## config.mk

```make
export PLATFORM = sky130hd
export DESIGN_NAME = trigger_io_stream_timing
export DESIGN_NICKNAME = d
export VERILOG_FILES = /design/src/rtl/trig_io_pkg.sv /design/src/rtl/anti_chatter.sv /design/src/rtl/stream_fifo.sv /design/src/rtl/trigger_io_stream_timing.sv
export VERILOG_INCLUDE_DIRS = /design/src /design/src/rtl
export SDC_FILE = /design/constraint.sdc
export NUM_CORES = 2
export LEC_CHECK = 0
export ABC_CLOCK_PERIOD_IN_PS = 34300
export BUFFER_PORTS_ARGS = -buffer_cell sky130_fd_sc_hd__buf_2
export CORE_ASPECT_RATIO = 0.9
export CORE_MARGIN = 1.5
export CORE_UTILIZATION = 68
export DETAILED_ROUTE_END_ITERATION = 16
export PLACE_DENSITY = 0.85
export SLEW_MARGIN = 25
export SYNTH_ARGS = -nofsm -noshare
export SYNTH_HDL_FRONTEND = slang
export SYNTH_SLANG_ARGS = --single-unit
```

## constraint.sdc

```tcl
create_clock -name ref_clk -period 34.3 [get_ports ref_clk]
set_input_delay 6.86 -clock ref_clk [delete_from_list [all_inputs] [get_ports ref_clk]]
set_output_delay 6.86 -clock ref_clk [all_outputs]
set_load 0.01 [all_outputs]
```

## src/rtl/trig_io_cfg.svh

```systemverilog
// constants for trigger conditioning, output line selection and stream pacing
// Summary of operation
// trigger and output polarity selectable, default negative
// external trigger pulse held at least 200us
// each output line picks one internal source
// sampled trigger passes anti-chatter filter first
// trigger recognised 0.625 to 1.625 sample periods
// no trigger while frame-trigger-wait is inactive
// image data sent as packet stream, frame-wise
// packet delay between packets, block start delay
// frames repeat at period; burst from formula
// burst at least 100us mono, 250us colour
// width mode follows trigger; timed mode counts
// new level accepted only when observed unchanged
`ifndef TRIG_IO_CFG_SVH
`define TRIG_IO_CFG_SVH

`define CLK_MHZ             125
`define MIN_TRIG_PULSE_US   200
`define BURST_MIN_MONO_US   100
`define BURST_MIN_COLOUR_US 250
`define BURST_MIN_MONO_CYC   (`BURST_MIN_MONO_US * `CLK_MHZ)
`define BURST_MIN_COLOUR_CYC (`BURST_MIN_COLOUR_US * `CLK_MHZ)
`define CONFIRM_NUM         5
`define CONFIRM_SHIFT       3
`define PKT_OVERHEAD        16'h0024
`define DEF_PACKET_SIZE     16'h05dc
`define POL_NEGATIVE        1'b0
`define FIFO_DEPTH          8
`define DIV_STEPS           6'h32

`endif

```

## src/rtl/trig_io_pkg.sv

```systemverilog
// types shared by the trigger and stream timing block
package trig_io_pkg;
  typedef enum logic [2:0] {
    SRC_VDRIVE     = 3'h0,
    SRC_TIMER_ZERO = 3'h1,
    SRC_EXPOSURE   = 3'h2,
    SRC_FRAME      = 3'h3,
    SRC_TRANSFER   = 3'h4,
    SRC_TRIG_WAIT  = 3'h5
  } out_src_t;

  typedef enum logic {
    EXP_TIMED = 1'b0,
    EXP_WIDTH = 1'b1
  } exp_mode_t;

  typedef enum logic [2:0] {
    ST_IDLE      = 3'h0,
    ST_EXPOSE    = 3'h1,
    ST_BLOCK_DLY = 3'h2,
    ST_SEND      = 3'h3,
    ST_GAP       = 3'h4
  } frame_state_t;
endpackage

```

## src/rtl/anti_chatter.sv

```systemverilog
// trigger sampler with anti-chatter confirmation
`timescale 1ns/1ns
`include "trig_io_cfg.svh"
module anti_chatter #(
  parameter int SAMPLE_W = 16
) (
  // clock and reset
  input  wire logic                ref_clk,
  input  wire logic                sys_rst,
  // level and sampling
  input  wire logic                levelIn,
  input  wire logic [SAMPLE_W-1:0] sampleInterval,
  // clean level
  output logic                     levelOut
);
  logic [SAMPLE_W-1:0] phase;
  logic                held;
  logic                clean;
  wire  [SAMPLE_W+2:0] scaled   = {3'h0, sampleInterval} * (SAMPLE_W+3)'(`CONFIRM_NUM);
  wire  [SAMPLE_W-1:0] rawPoint = scaled[SAMPLE_W+2:`CONFIRM_SHIFT];
  wire  [SAMPLE_W-1:0] confirmAt = (rawPoint == '0) ? SAMPLE_W'(1) : rawPoint;
  wire                 periodEnd = ({1'b0, phase} + 1'b1) >= {1'b0, sampleInterval};
  wire                 atSample  = (phase == '0);
  wire                 atConfirm = (phase == confirmAt);

  always_ff @(posedge ref_clk or posedge sys_rst) begin
    if (sys_rst) begin
      phase <= '0;
    end else if (periodEnd) begin
      phase <= '0;
    end else begin
      phase <= phase + 1'b1;
    end
  end

  // sample then watch for change
  always_ff @(posedge ref_clk or posedge sys_rst) begin
    if (sys_rst) begin
      held  <= 1'b0;
      clean <= 1'b0;
    end else if (atSample) begin
      held  <= levelIn;
      clean <= 1'b1;
    end else if (levelIn != held) begin
      clean <= 1'b0;
    end
  end

  // accept 5/8 period after sample
  always_ff @(posedge ref_clk or posedge sys_rst) begin
    if (sys_rst) begin
      levelOut <= 1'b0;
    end else if (atConfirm && !atSample && clean && levelIn == held) begin
      levelOut <= held;
    end
  end
endmodule

```

## src/rtl/stream_fifo.sv

```systemverilog
// small synchronous fifo in the pixel path
`timescale 1ns/1ns
module stream_fifo #(
  parameter int WIDTH = 32,
  parameter int DEPTH = 8
) (
  // clock and reset
  input  wire logic             ref_clk,
  input  wire logic             sys_rst,
  // fill side
  input  wire logic [WIDTH-1:0] inData,
  input  wire logic             inValid,
  output logic                  inReady,
  // drain side
  output logic      [WIDTH-1:0] outData,
  output logic                  outValid,
  input  wire logic             outReady
);
  localparam int AW = $clog2(DEPTH);
  logic [WIDTH-1:0] mem [DEPTH];
  logic [AW-1:0]    wrPtr;
  logic [AW-1:0]    rdPtr;
  logic [AW:0]      count;
  wire              doWrite = inValid && inReady;
  wire              doRead  = outValid && outReady;

  assign inReady  = (count != (AW+1)'(DEPTH));
  assign outValid = (count != '0);
  assign outData  = mem[rdPtr];

  always_ff @(posedge ref_clk) begin
    if (doWrite) begin
      mem[wrPtr] <= inData;
    end
  end

  always_ff @(posedge ref_clk or posedge sys_rst) begin
    if (sys_rst) begin
      wrPtr <= '0;
      rdPtr <= '0;
      count <= '0;
    end else begin
      wrPtr <= doWrite ? ((wrPtr == AW'(DEPTH-1)) ? '0 : wrPtr + 1'b1) : wrPtr;
      rdPtr <= doRead ? ((rdPtr == AW'(DEPTH-1)) ? '0 : rdPtr + 1'b1) : rdPtr;
      count <= count + (AW+1)'(doWrite) - (AW+1)'(doRead);
    end
  end
endmodule

```

## src/rtl/trigger_io_stream_timing.sv

```systemverilog
// trigger conditioning, output line sources and frame stream pacing
`timescale 1ns/1ns
`include "trig_io_cfg.svh"
module trigger_io_stream_timing #(
  parameter int          WIDTH            = 32,
  parameter int          FIFO_DEPTH       = `FIFO_DEPTH,
  parameter int          SAMPLE_W         = 16,
  parameter int unsigned BURST_MONO_CYC   = `BURST_MIN_MONO_CYC,
  parameter int unsigned BURST_COLOUR_CYC = `BURST_MIN_COLOUR_CYC
) (
  // clock and reset
  input  wire logic                ref_clk,
  input  wire logic                sys_rst,
  // configuration
  input  wire logic                cfgLoad,
  input  wire logic                cfgTrigPolarity,
  input  wire logic [1:0]          cfgOutPolarity,
  input  wire logic [2:0]          cfgPushSource,
  input  wire logic [2:0]          cfgIsoSource,
  input  wire logic                triggerEnable,
  input  wire logic                exposureMode,
  input  wire logic [31:0]         exposureCycles,
  input  wire logic [SAMPLE_W-1:0] triggerSampleInterval,
  input  wire logic [31:0]         framePeriodCycles,
  input  wire logic [31:0]         blockStartDelay,
  input  wire logic [31:0]         packetDelay,
  input  wire logic [15:0]         packetSize,
  input  wire logic [31:0]         payloadSize,
  input  wire logic                colourModel,
  // trigger pin and status sources
  input  wire logic                trigPin,
  input  wire logic                timerZeroRunning,
  // pixel input
  input  wire logic [WIDTH-1:0]    pixData,
  input  wire logic                pixValid,
  output logic                     pixReady,
  // packet stream output
  output logic      [WIDTH-1:0]    txData,
  output logic                     txValid,
  input  wire logic                txReady,
  output logic                     txLast,
  output logic                     txFrameEnd,
  // output lines
  output logic                     pushPullOutputLine,
  output logic                     isolatedOutputLineOut,
  output logic                     isolatedOutputLineOe,
  // status
  output logic                     burstBusy
);
  localparam int BYTES = WIDTH / 8;
  localparam int BSH   = $clog2(BYTES);

  logic                       trigPol;
  logic [1:0]                 outPol;
  trig_io_pkg::out_src_t      pushSrc;
  trig_io_pkg::out_src_t      isoSrc;
  trig_io_pkg::frame_state_t  state;
  trig_io_pkg::frame_state_t  next_state;
  logic                       trigFilt;
  logic                       trigPrev;
  logic [31:0]                periodCnt;
  logic [31:0]                timer;
  logic [31:0]                slotCnt;
  logic [15:0]                pktCnt;
  logic [31:0]                frameLeft;
  logic                       vdPulse;
  logic [49:0]                divNum;
  logic [32:0]                divRem;
  logic [31:0]                divDen;
  logic [5:0]                 divCnt;
  logic [31:0]                burstFormula;
  logic                       fifoValid;
  logic [WIDTH-1:0]           fifoData;

  // polarity and source latches, negative at reset
  always_ff @(posedge ref_clk or posedge sys_rst) begin
    if (sys_rst) begin
      trigPol <= `POL_NEGATIVE;
      outPol  <= {2{`POL_NEGATIVE}};
      pushSrc <= trig_io_pkg::SRC_VDRIVE;
      isoSrc  <= trig_io_pkg::SRC_VDRIVE;
    end else if (cfgLoad) begin
      trigPol <= cfgTrigPolarity;
      outPol  <= cfgOutPolarity;
      pushSrc <= trig_io_pkg::out_src_t'(cfgPushSource);
      isoSrc  <= trig_io_pkg::out_src_t'(cfgIsoSource);
    end
  end

  // active when pin level matches polarity
  wire trigActive = ~(trigPin ^ trigPol);

  anti_chatter #(
    .SAMPLE_W (SAMPLE_W)
  ) u_filter (
    .ref_clk        (ref_clk),
    .sys_rst        (sys_rst),
    .levelIn        (trigActive),
    .sampleInterval (triggerSampleInterval),
    .levelOut       (trigFilt)
  );

  stream_fifo #(
    .WIDTH (WIDTH),
    .DEPTH (FIFO_DEPTH)
  ) u_fifo (
    .ref_clk  (ref_clk),
    .sys_rst  (sys_rst),
    .inData   (pixData),
    .inValid  (pixValid),
    .inReady  (pixReady),
    .outData  (fifoData),
    .outValid (fifoValid),
    .outReady (txReady && state == trig_io_pkg::ST_SEND)
  );

  // frame control decode
  wire        trigRise   = trigFilt && !trigPrev;
  wire        frameTick  = (periodCnt == '0);
  wire        inIdle     = (state == trig_io_pkg::ST_IDLE);
  wire        inSend     = (state == trig_io_pkg::ST_SEND);
  wire        inGap      = (state == trig_io_pkg::ST_GAP);
  wire        widthMode  = triggerEnable && (exposureMode == trig_io_pkg::EXP_WIDTH);
  wire        startFrame = inIdle && (triggerEnable ? trigRise : frameTick);
  wire [32:0] elapsed    = {1'b0, timer} + 33'h1;
  wire        expTimeUp  = elapsed >= {1'b0, exposureCycles};
  wire        dlyUp      = elapsed >= {1'b0, blockStartDelay};
  wire        gapUp      = elapsed >= {1'b0, packetDelay};
  wire [31:0] minBurst   = colourModel ? 32'(BURST_COLOUR_CYC) : 32'(BURST_MONO_CYC);
  wire [31:0] burstTgt   = (burstFormula > minBurst) ? burstFormula : minBurst;
  wire        slotUp     = ({1'b0, slotCnt} + 33'h1) >= {1'b0, burstTgt};
  wire [15:0] pktBytes   = packetSize - `PKT_OVERHEAD;
  wire [15:0] pktWords   = pktBytes >> BSH;
  wire        pktLast    = ({1'b0, pktCnt} + 17'h1) >= {1'b0, pktWords};
  wire        frameLast  = frameLeft <= 32'(BYTES);
  wire        txFire     = txValid && txReady;
  wire        expDone    = widthMode ? !trigFilt : expTimeUp;

  // payload words leave as packets
  assign txValid    = inSend && fifoValid;
  assign txData     = fifoData;
  assign txLast     = inSend && (pktLast || frameLast);
  assign txFrameEnd = inSend && frameLast;
  assign burstBusy  = inSend || inGap;

  always_comb begin
    next_state = state;
    case (state)
      trig_io_pkg::ST_IDLE: begin
        if (startFrame) begin
          next_state = trig_io_pkg::ST_EXPOSE;
        end
      end
      // width follows trigger, timed counts
      trig_io_pkg::ST_EXPOSE: begin
        if (expDone) begin
          next_state = trig_io_pkg::ST_BLOCK_DLY;
        end
      end
      // block start delay
      trig_io_pkg::ST_BLOCK_DLY: begin
        if (dlyUp) begin
          next_state = trig_io_pkg::ST_SEND;
        end
      end
      trig_io_pkg::ST_SEND: begin
        if (txFire && txLast) begin
          next_state = frameLast ? trig_io_pkg::ST_IDLE : trig_io_pkg::ST_GAP;
        end
      end
      // packet delay and burst spacing
      trig_io_pkg::ST_GAP: begin
        if (gapUp && slotUp) begin
          next_state = trig_io_pkg::ST_SEND;
        end
      end
      default: begin
        next_state = trig_io_pkg::ST_IDLE;
      end
    endcase
  end

  always_ff @(posedge ref_clk or posedge sys_rst) begin
    if (sys_rst) begin
      state    <= trig_io_pkg::ST_IDLE;
      trigPrev <= 1'b0;
      vdPulse  <= 1'b0;
    end else begin
      state    <= next_state;
      trigPrev <= trigFilt;
      vdPulse  <= startFrame;
    end
  end

  // free-running frame period
  always_ff @(posedge ref_clk or posedge sys_rst) begin
    if (sys_rst) begin
      periodCnt <= '0;
    end else begin
      periodCnt <= frameTick ? framePeriodCycles - 32'h1 : periodCnt - 32'h1;
    end
  end

  // cycles spent in the current state
  always_ff @(posedge ref_clk or posedge sys_rst) begin
    if (sys_rst) begin
      timer <= '0;
    end else begin
      timer <= (state != next_state) ? '0 : timer + 32'h1;
    end
  end

  // packet slot, word and byte counters
  always_ff @(posedge ref_clk or posedge sys_rst) begin
    if (sys_rst) begin
      slotCnt   <= '0;
      pktCnt    <= '0;
      frameLeft <= '0;
    end else begin
      slotCnt   <= (next_state == trig_io_pkg::ST_SEND && !inSend) ? '0 : slotCnt + 32'h1;
      pktCnt    <= !inSend ? '0 : (txFire ? pktCnt + 16'h1 : pktCnt);
      frameLeft <= startFrame ? payloadSize : (txFire ? frameLeft - 32'(BYTES) : frameLeft);
    end
  end

  // burst = 3 * period * (size - 36) / payload
  wire [32:0] remShift = {divRem[31:0], divNum[49]};
  wire        remFits  = remShift >= {1'b0, divDen};
  always_ff @(posedge ref_clk or posedge sys_rst) begin
    if (sys_rst) begin
      divNum       <= '0;
      divRem       <= '0;
      divDen       <= '0;
      divCnt       <= '0;
      burstFormula <= '0;
    end else if (cfgLoad) begin
      divNum <= 50'(framePeriodCycles * 50'h3 * 50'(pktBytes));
      divRem <= '0;
      divDen <= payloadSize;
      divCnt <= `DIV_STEPS;
    end else if (divCnt != '0) begin
      divNum <= {divNum[48:0], remFits};
      divRem <= remFits ? remShift - {1'b0, divDen} : remShift;
      divCnt <= divCnt - 6'h1;
    end else begin
      burstFormula <= (divNum[49:32] != '0) ? 32'hffffffff : divNum[31:0];
    end
  end

  // source selection per line
  wire [5:0] srcVec  = {triggerEnable && inIdle, burstBusy, !inIdle,
                        state == trig_io_pkg::ST_EXPOSE, timerZeroRunning, vdPulse};
  wire       pushSel = (pushSrc <= trig_io_pkg::SRC_TRIG_WAIT) ? srcVec[pushSrc] : 1'b0;
  wire       isoSel  = (isoSrc <= trig_io_pkg::SRC_TRIG_WAIT) ? srcVec[isoSrc] : 1'b0;
  wire       pushLvl = ~(pushSel ^ outPol[0]);
  wire       isoLvl  = ~(isoSel ^ outPol[1]);

  // registered lines; open collector pulls low
  always_ff @(posedge ref_clk or posedge sys_rst) begin
    if (sys_rst) begin
      pushPullOutputLine   <= 1'b1;
      isolatedOutputLineOe <= 1'b0;
    end else begin
      pushPullOutputLine   <= pushLvl;
      isolatedOutputLineOe <= ~isoLvl;
    end
  end
  assign isolatedOutputLineOut = 1'b0;
endmodule

```

; ---- After elaboration in Yosys (flattened, before gate mapping)
; Memories as Yosys holds them, arrays and structs flattened.
; Cells that the tools add are included.
[word_totals]
memories = 1
ff_bits = 341
word_cells = 156
input_bits = 243
mem_bits_rw = 256
[mem_list]
columns = memory, words, word_bits, read_ports, rd_ports_with_merged_regs, wr, line_no
row1 = u_fifo.mem, 8, 32, 1, 0, 1, stream_fifo.sv:20  ; logic [WIDTH-1:0] mem [DEPTH];
[classes]
n_bitwise = 7
eq_ne = 13
mux = 40
order_cmp = 13
n_mul = 3
n_addsub = 18
reduce_logical = 35
[op_table]
columns = op, n
row1 = two-way mux 32 bit, 10
row2 = greater-or-equal comparator 33 x 32 -> 1 bit, 5
row3 = two-way mux 50 bit, 2
row4 = "adder 32 x 1 -> 33 bit, second input constant", 2
row5 = "adder 32 x 1 -> 32 bit, second input constant", 2
row6 = two-way mux 16 bit, 4
row7 = "subtractor 32 x 1 -> 32 bit, second input constant", 2
row8 = multiplier 34 x 16 -> 50 bit, 1
row9 = "adder 16 x 1 -> 17 bit, second input constant", 2
row10 = "multiplier 32 x 2 -> 34 bit, second input constant", 1
row11 = "adder 16 x 1 -> 16 bit, second input constant", 2
row12 = > comparator 32 x 15 -> 1 bit, 1
row13 = "less-or-equal comparator 32 x 3 -> 1 bit, second input constant", 1
row14 = logical NOT 16 bit, 2
row15 = logical NOT 32 bit, 1
row16 = "subtractor 32 x 3 -> 32 bit, second input constant", 1
row17 = subtractor 32 bit, 1
row18 = two-way mux 3 bit, 8
row19 = "multiplier 16 x 3 -> 19 bit, second input constant", 1
row20 = nonzero test 18 bit, 1
row21 = greater-or-equal comparator 17 x 14 -> 1 bit, 1
row22 = greater-or-equal comparator 17 x 16 -> 1 bit, 1
row23 = logical AND 1 bit, 17
row24 = == test 16 bit, 1
row25 = other kinds (29), 59

; ---- Longest topological paths before layout
[depth]
word_depth = 10
mapped_depth = 38
ltp_nobuf = 35

; ---- Cells and area by module
; From an unflattened synthesis, not the netlist that was laid out.
[hier_totals]
cells_unflattened = 5672
hier_area_um2 = 54541.1
[modules_own_cells]
columns = mod, instances, area_per_inst_um2, cells_each, seq_area_each_um2
row1 = trigger_io_stream_timing, 1, 41569.9, 4916, 7808.7
row2 = stream_fifo, 1, 10228.6, 427, 7937.6
row3 = anti_chatter, 1, 2742.6, 329, 475.5

; ---- Least setup slack after synthesis
; Ideal clock, no wire load.
[synth_path]
kind = input to output
startpoint = input packetSize[2]
endpoint = output txLast
required_ns = 27.440
arrival_ns = 10.161
cell_stages = 18
setup_slack_ns = 17.279
n_path_buf = 3
path_cell_list = clkinv_1 clkbuf_1 ha_1 a21boi_0 nor3_1 nand2b_1 nand2b_1 xnor2_1 inv_1 clkbuf_1 clkbuf_1 ha_1 a21oi_1 nor2b_1 a2111oi_0 o211ai_1 a21oi_1 nor2_1
[synth_via]
elab_chain_cells = 4
[synth_lines]
columns = item, line_no
row1 = from (decl), trigger_io_stream_timing.sv:27  ; input wire logic [15:0] packetSize,
row2 = subtractor 16 x 6 -> 16 bit (no line), --
row3 = greater-or-equal comparator 17 x 14 -> 1 bit, trigger_io_stream_timing.sv:134  ; wire pktLast = ({1'b0, pktCnt} + 17'h1) >= {1'b0, pktWords};
row4 = logical OR 1 bit, trigger_io_stream_timing.sv:142  ; assign txLast = inSend && (pktLast || frameLast);
row5 = logical AND 1 bit, trigger_io_stream_timing.sv:142
row6 = to (decl), trigger_io_stream_timing.sv:41  ; output logic txLast,
; No other way between the ends.

; ---- Worst setup path after layout
; Same ends and word-level chain as after synthesis.

==> impl_metrics.ini <==
[outcome]
status = completed

[logic_synthesis]
synth.avg_cell_area_um2 = 9.72
yosysSeqAreaShare = 0.309
syn_inst = 5397
yosysTopAreaCellShare = 0.172
async_flop_share = 0.571
synth_enable_flop_cells = 256
yosysWarningCount = 0
ys_types = 89
synth_seq_cells = 597
synthesis.area_um2 = 52500
synthTopCellsByArea = fa_1, dfrtp_1, edfxtp_1, ha_1, inv_1
syn-num-nets = 6488
ys.flop_type = dfrtp_1
synth_top_area_cell = fa_1

[timing]
finalMaxSlewViolations = 0
fin_crit_sh = 0.524
setup_violations = 0
fin_ws_ns = 16.32
rsz0062_at_grt = false
period_needed_ns = 17.98
slew_headroom = 0.201
setup_tns_ns = 0
skew_ns = 0.0612
hold_viol_final = 0
fmax_mhz = 55.6
worst_pin_slew_ns = 1.19

[placed_design]
dp_hpwl_mm = 104
routabilityCongestion = 0.964
post-place-ws_ns = 16.44
io_buffers = 281
placed_area_um2 = 55000

[critical_path]
worstReg2RegStart = timer[0]
critPathMaxFanout = 28
worstPathRequired_ns = 27.44
crit_type = input port to primary output
cp-start-kind = input port
worstSetupStartpoint = packetSize[2]
slowest_stage = buf_4
slowest_delay_ns = 0.40
cp_top_family = buffers and inverters
cp.arrival_ns = 11.12
cp_num_buf_inv = 6
worstPathCellList = buf_2 -> clkinv_1 -> buf_4 -> ha_1 -> a21boi_0 -> nor3_1 -> nand2b_1 -> nor2_1 -> xor2_2 -> buf_4 -> inv_1 -> ha_1 -> a21o_1 -> a21o_1 -> a21oi_1 -> o211ai_1 -> a21oi_1 -> nor2_1 -> buf_2
critPathCaptureType = primary output

[detailed_routing]
ant_nets = 0
drt_first_pass_iters = 6
vias_per_cell = 6.27
drt_wl_total_mm = 145
post_drt_wl_per_cell_um = 21.7
remaining_drc_errors = 0
drt_iter0_drc = 4190
vias = 41817

[die]
initial_core_util = 0.688
coreArea_um2 = 76300
die_x_um = 296
dieHeight_um = 267
ios = 283
die_area_um2 = 78900
num_rows = 96

[clocking]
cts_max_path_buffers = 3
cts.sinks = 597
cts_root_buf = clkbuf_16
post_cts.repair.setup_buffers = 0
clk_latency_ns = 0.67
htreeDepth = 2
tritoncts = built
ctsHoldBuffers = 0
clkTransAtPathRegs_ns = 0.06
cts_buffers = 60
cts_resized = 0

[global_route]
grt.total_usage = 0.369
antenna_found_initial = 15
grt_max_degree = 145
grt_pass1_vias = 41654
grt_pass1_wl_mm = 226
gr-total-overflow = 0

[cells_and_area]
layout.nets = 6674
design_area_um2 = 57100
synthToLayoutAreaGrowth_pct = 8.87
final_layout_size_suffix_gt1_frac = 0.112

[hold_path]
hp-class = flip-flop to flip-flop
min-delay-start = outPol[0]

[run]
maxCapViolCount = 0
[registers in the layout, indices dropped and copies added (netlist names), 2 cells and up]
signal / cells
state: 3
burstFormula: 32
pktCnt: 16
u_fifo.rdPtr: 3
divDen: 32
u_fifo.count: 4
pushSrc: 3
divRem: 32
u_filter.phase: 16
periodCnt: 32
isoSrc: 3
u_fifo.wrPtr: 3
divNum: 50
divCnt: 6
outPol: 2
frameLeft: 32
u_fifo.mem: 256
slotCnt: 32
timer: 32
[synthesized netlist by cell type (all sizes together) (21+ instances only)]
cell type and number:
clkbuf 204, a211oi 47, nand3 111, xor2 112, mux2i 38, nor4 48, dfrtp 340, fa 450
and3 69, ha 398, nand2b 61, edfxtp 256, and2 83, nor2b 66, o21ai 206, a31oi 51
buf 21, a21oi 224, nand4 79, nor3 93, nand2 631, o22a 33, mux4 66, xnor2 161
o211ai 32, a21o 113, inv 685, mux2 47, nor2 365, o21bai 22
[metrics by stage]
stage / util / hold slack (ns) / cells
3_3_place_gp: 0.721 / 0.423 / 6549
5_1_grt: 0.749 / 0.483 / 6670
4_1_cts: 0.747 / 0.448 / 6660
2_1_floorplan: - / 0.390 / 5397
6_report: 0.749 / 0.449 / 6674
3_5_place_dp: 0.721 / 0.430 / 6549
[metal layers]
metal	global-route usage	share of wire
met5	0.0119	0.0012
met3	0.105	0.11
met4	0.155	0.043
met2	0.569	0.46
met1	0.491	0.39
[worst paths after layout]
path                                       to  slack [ns]  depth (start not counted)
max                                    txLast       16.32                         19
min                        pushPullOutputLine        0.45                          1
max reg2reg                         timer[17]       28.36                         18
min reg2reg                pushPullOutputLine        0.45                          1
max in group asynchronous     u_fifo.rdPtr[0]       26.53                          3
min in group asynchronous           outPol[0]        6.32                          2
[cell type report]
class,count,area [µm²]
antenna,13,32.5
clock buffer,69,1550
clock inverter,42,477
fill,5138,19100
inverter,689,2600
multi-input combinational,3886,33000
sequential,597,16200
tap,1029,1290
timing repair buffer,349,1950
[cell families after synthesis]
| family | after synthesis | synth area share |
|---|---|---|
| simple gates | 1706 | 0.154 |
| buf+inv | 914 | 0.0655 |
| compound gates | 907 | 0.113 |
| fa+ha+maj | 848 | 0.267 |
| flops | 597 | 0.309 |
| xor+xnor | 273 | 0.0456 |
| mux | 151 | 0.0457 |
| other cells | 1 | 0.0000715 |
[worst reg2reg max path, stage by stage (launching register included)]
cell and delay (ns):
dfrtp_1 0.53, ha_1 0.31, nand2_1 0.10, nor4_1 0.80, nand2_1 0.28, inv_1 0.14, nand2_1 0.08, xnor2_1 0.36
ha_1 0.21, nand3_1 0.14, nor4_1 0.77, nand4_1 0.37, o211ai_1 0.21, a21oi_1 0.10, a311o_2 0.62, and2_1 0.27
nand4_1 0.07, buf_4 0.33, nor2b_1 0.11
[cell usage in the layout (no fill, tap or decap), types with 69 or more instances in the layout]
master	n
a21o_1	113
nand2_1	629
a21oi_1	223
ha_1	398
buf_2	280
nand3_1	111
nor2_1	358
dfrtp_1	338
nor3_1	89
inv_1	683
edfxtp_1	256
and3_1	69
o21ai_0	205
fa_1	450
nand4_1	79
xor2_1	104
xnor2_1	155
and2_1	83
Power is left out: the tool's default activity adds up to more than one toggle a clock period on the data nets, which glitch-free logic cannot reach.
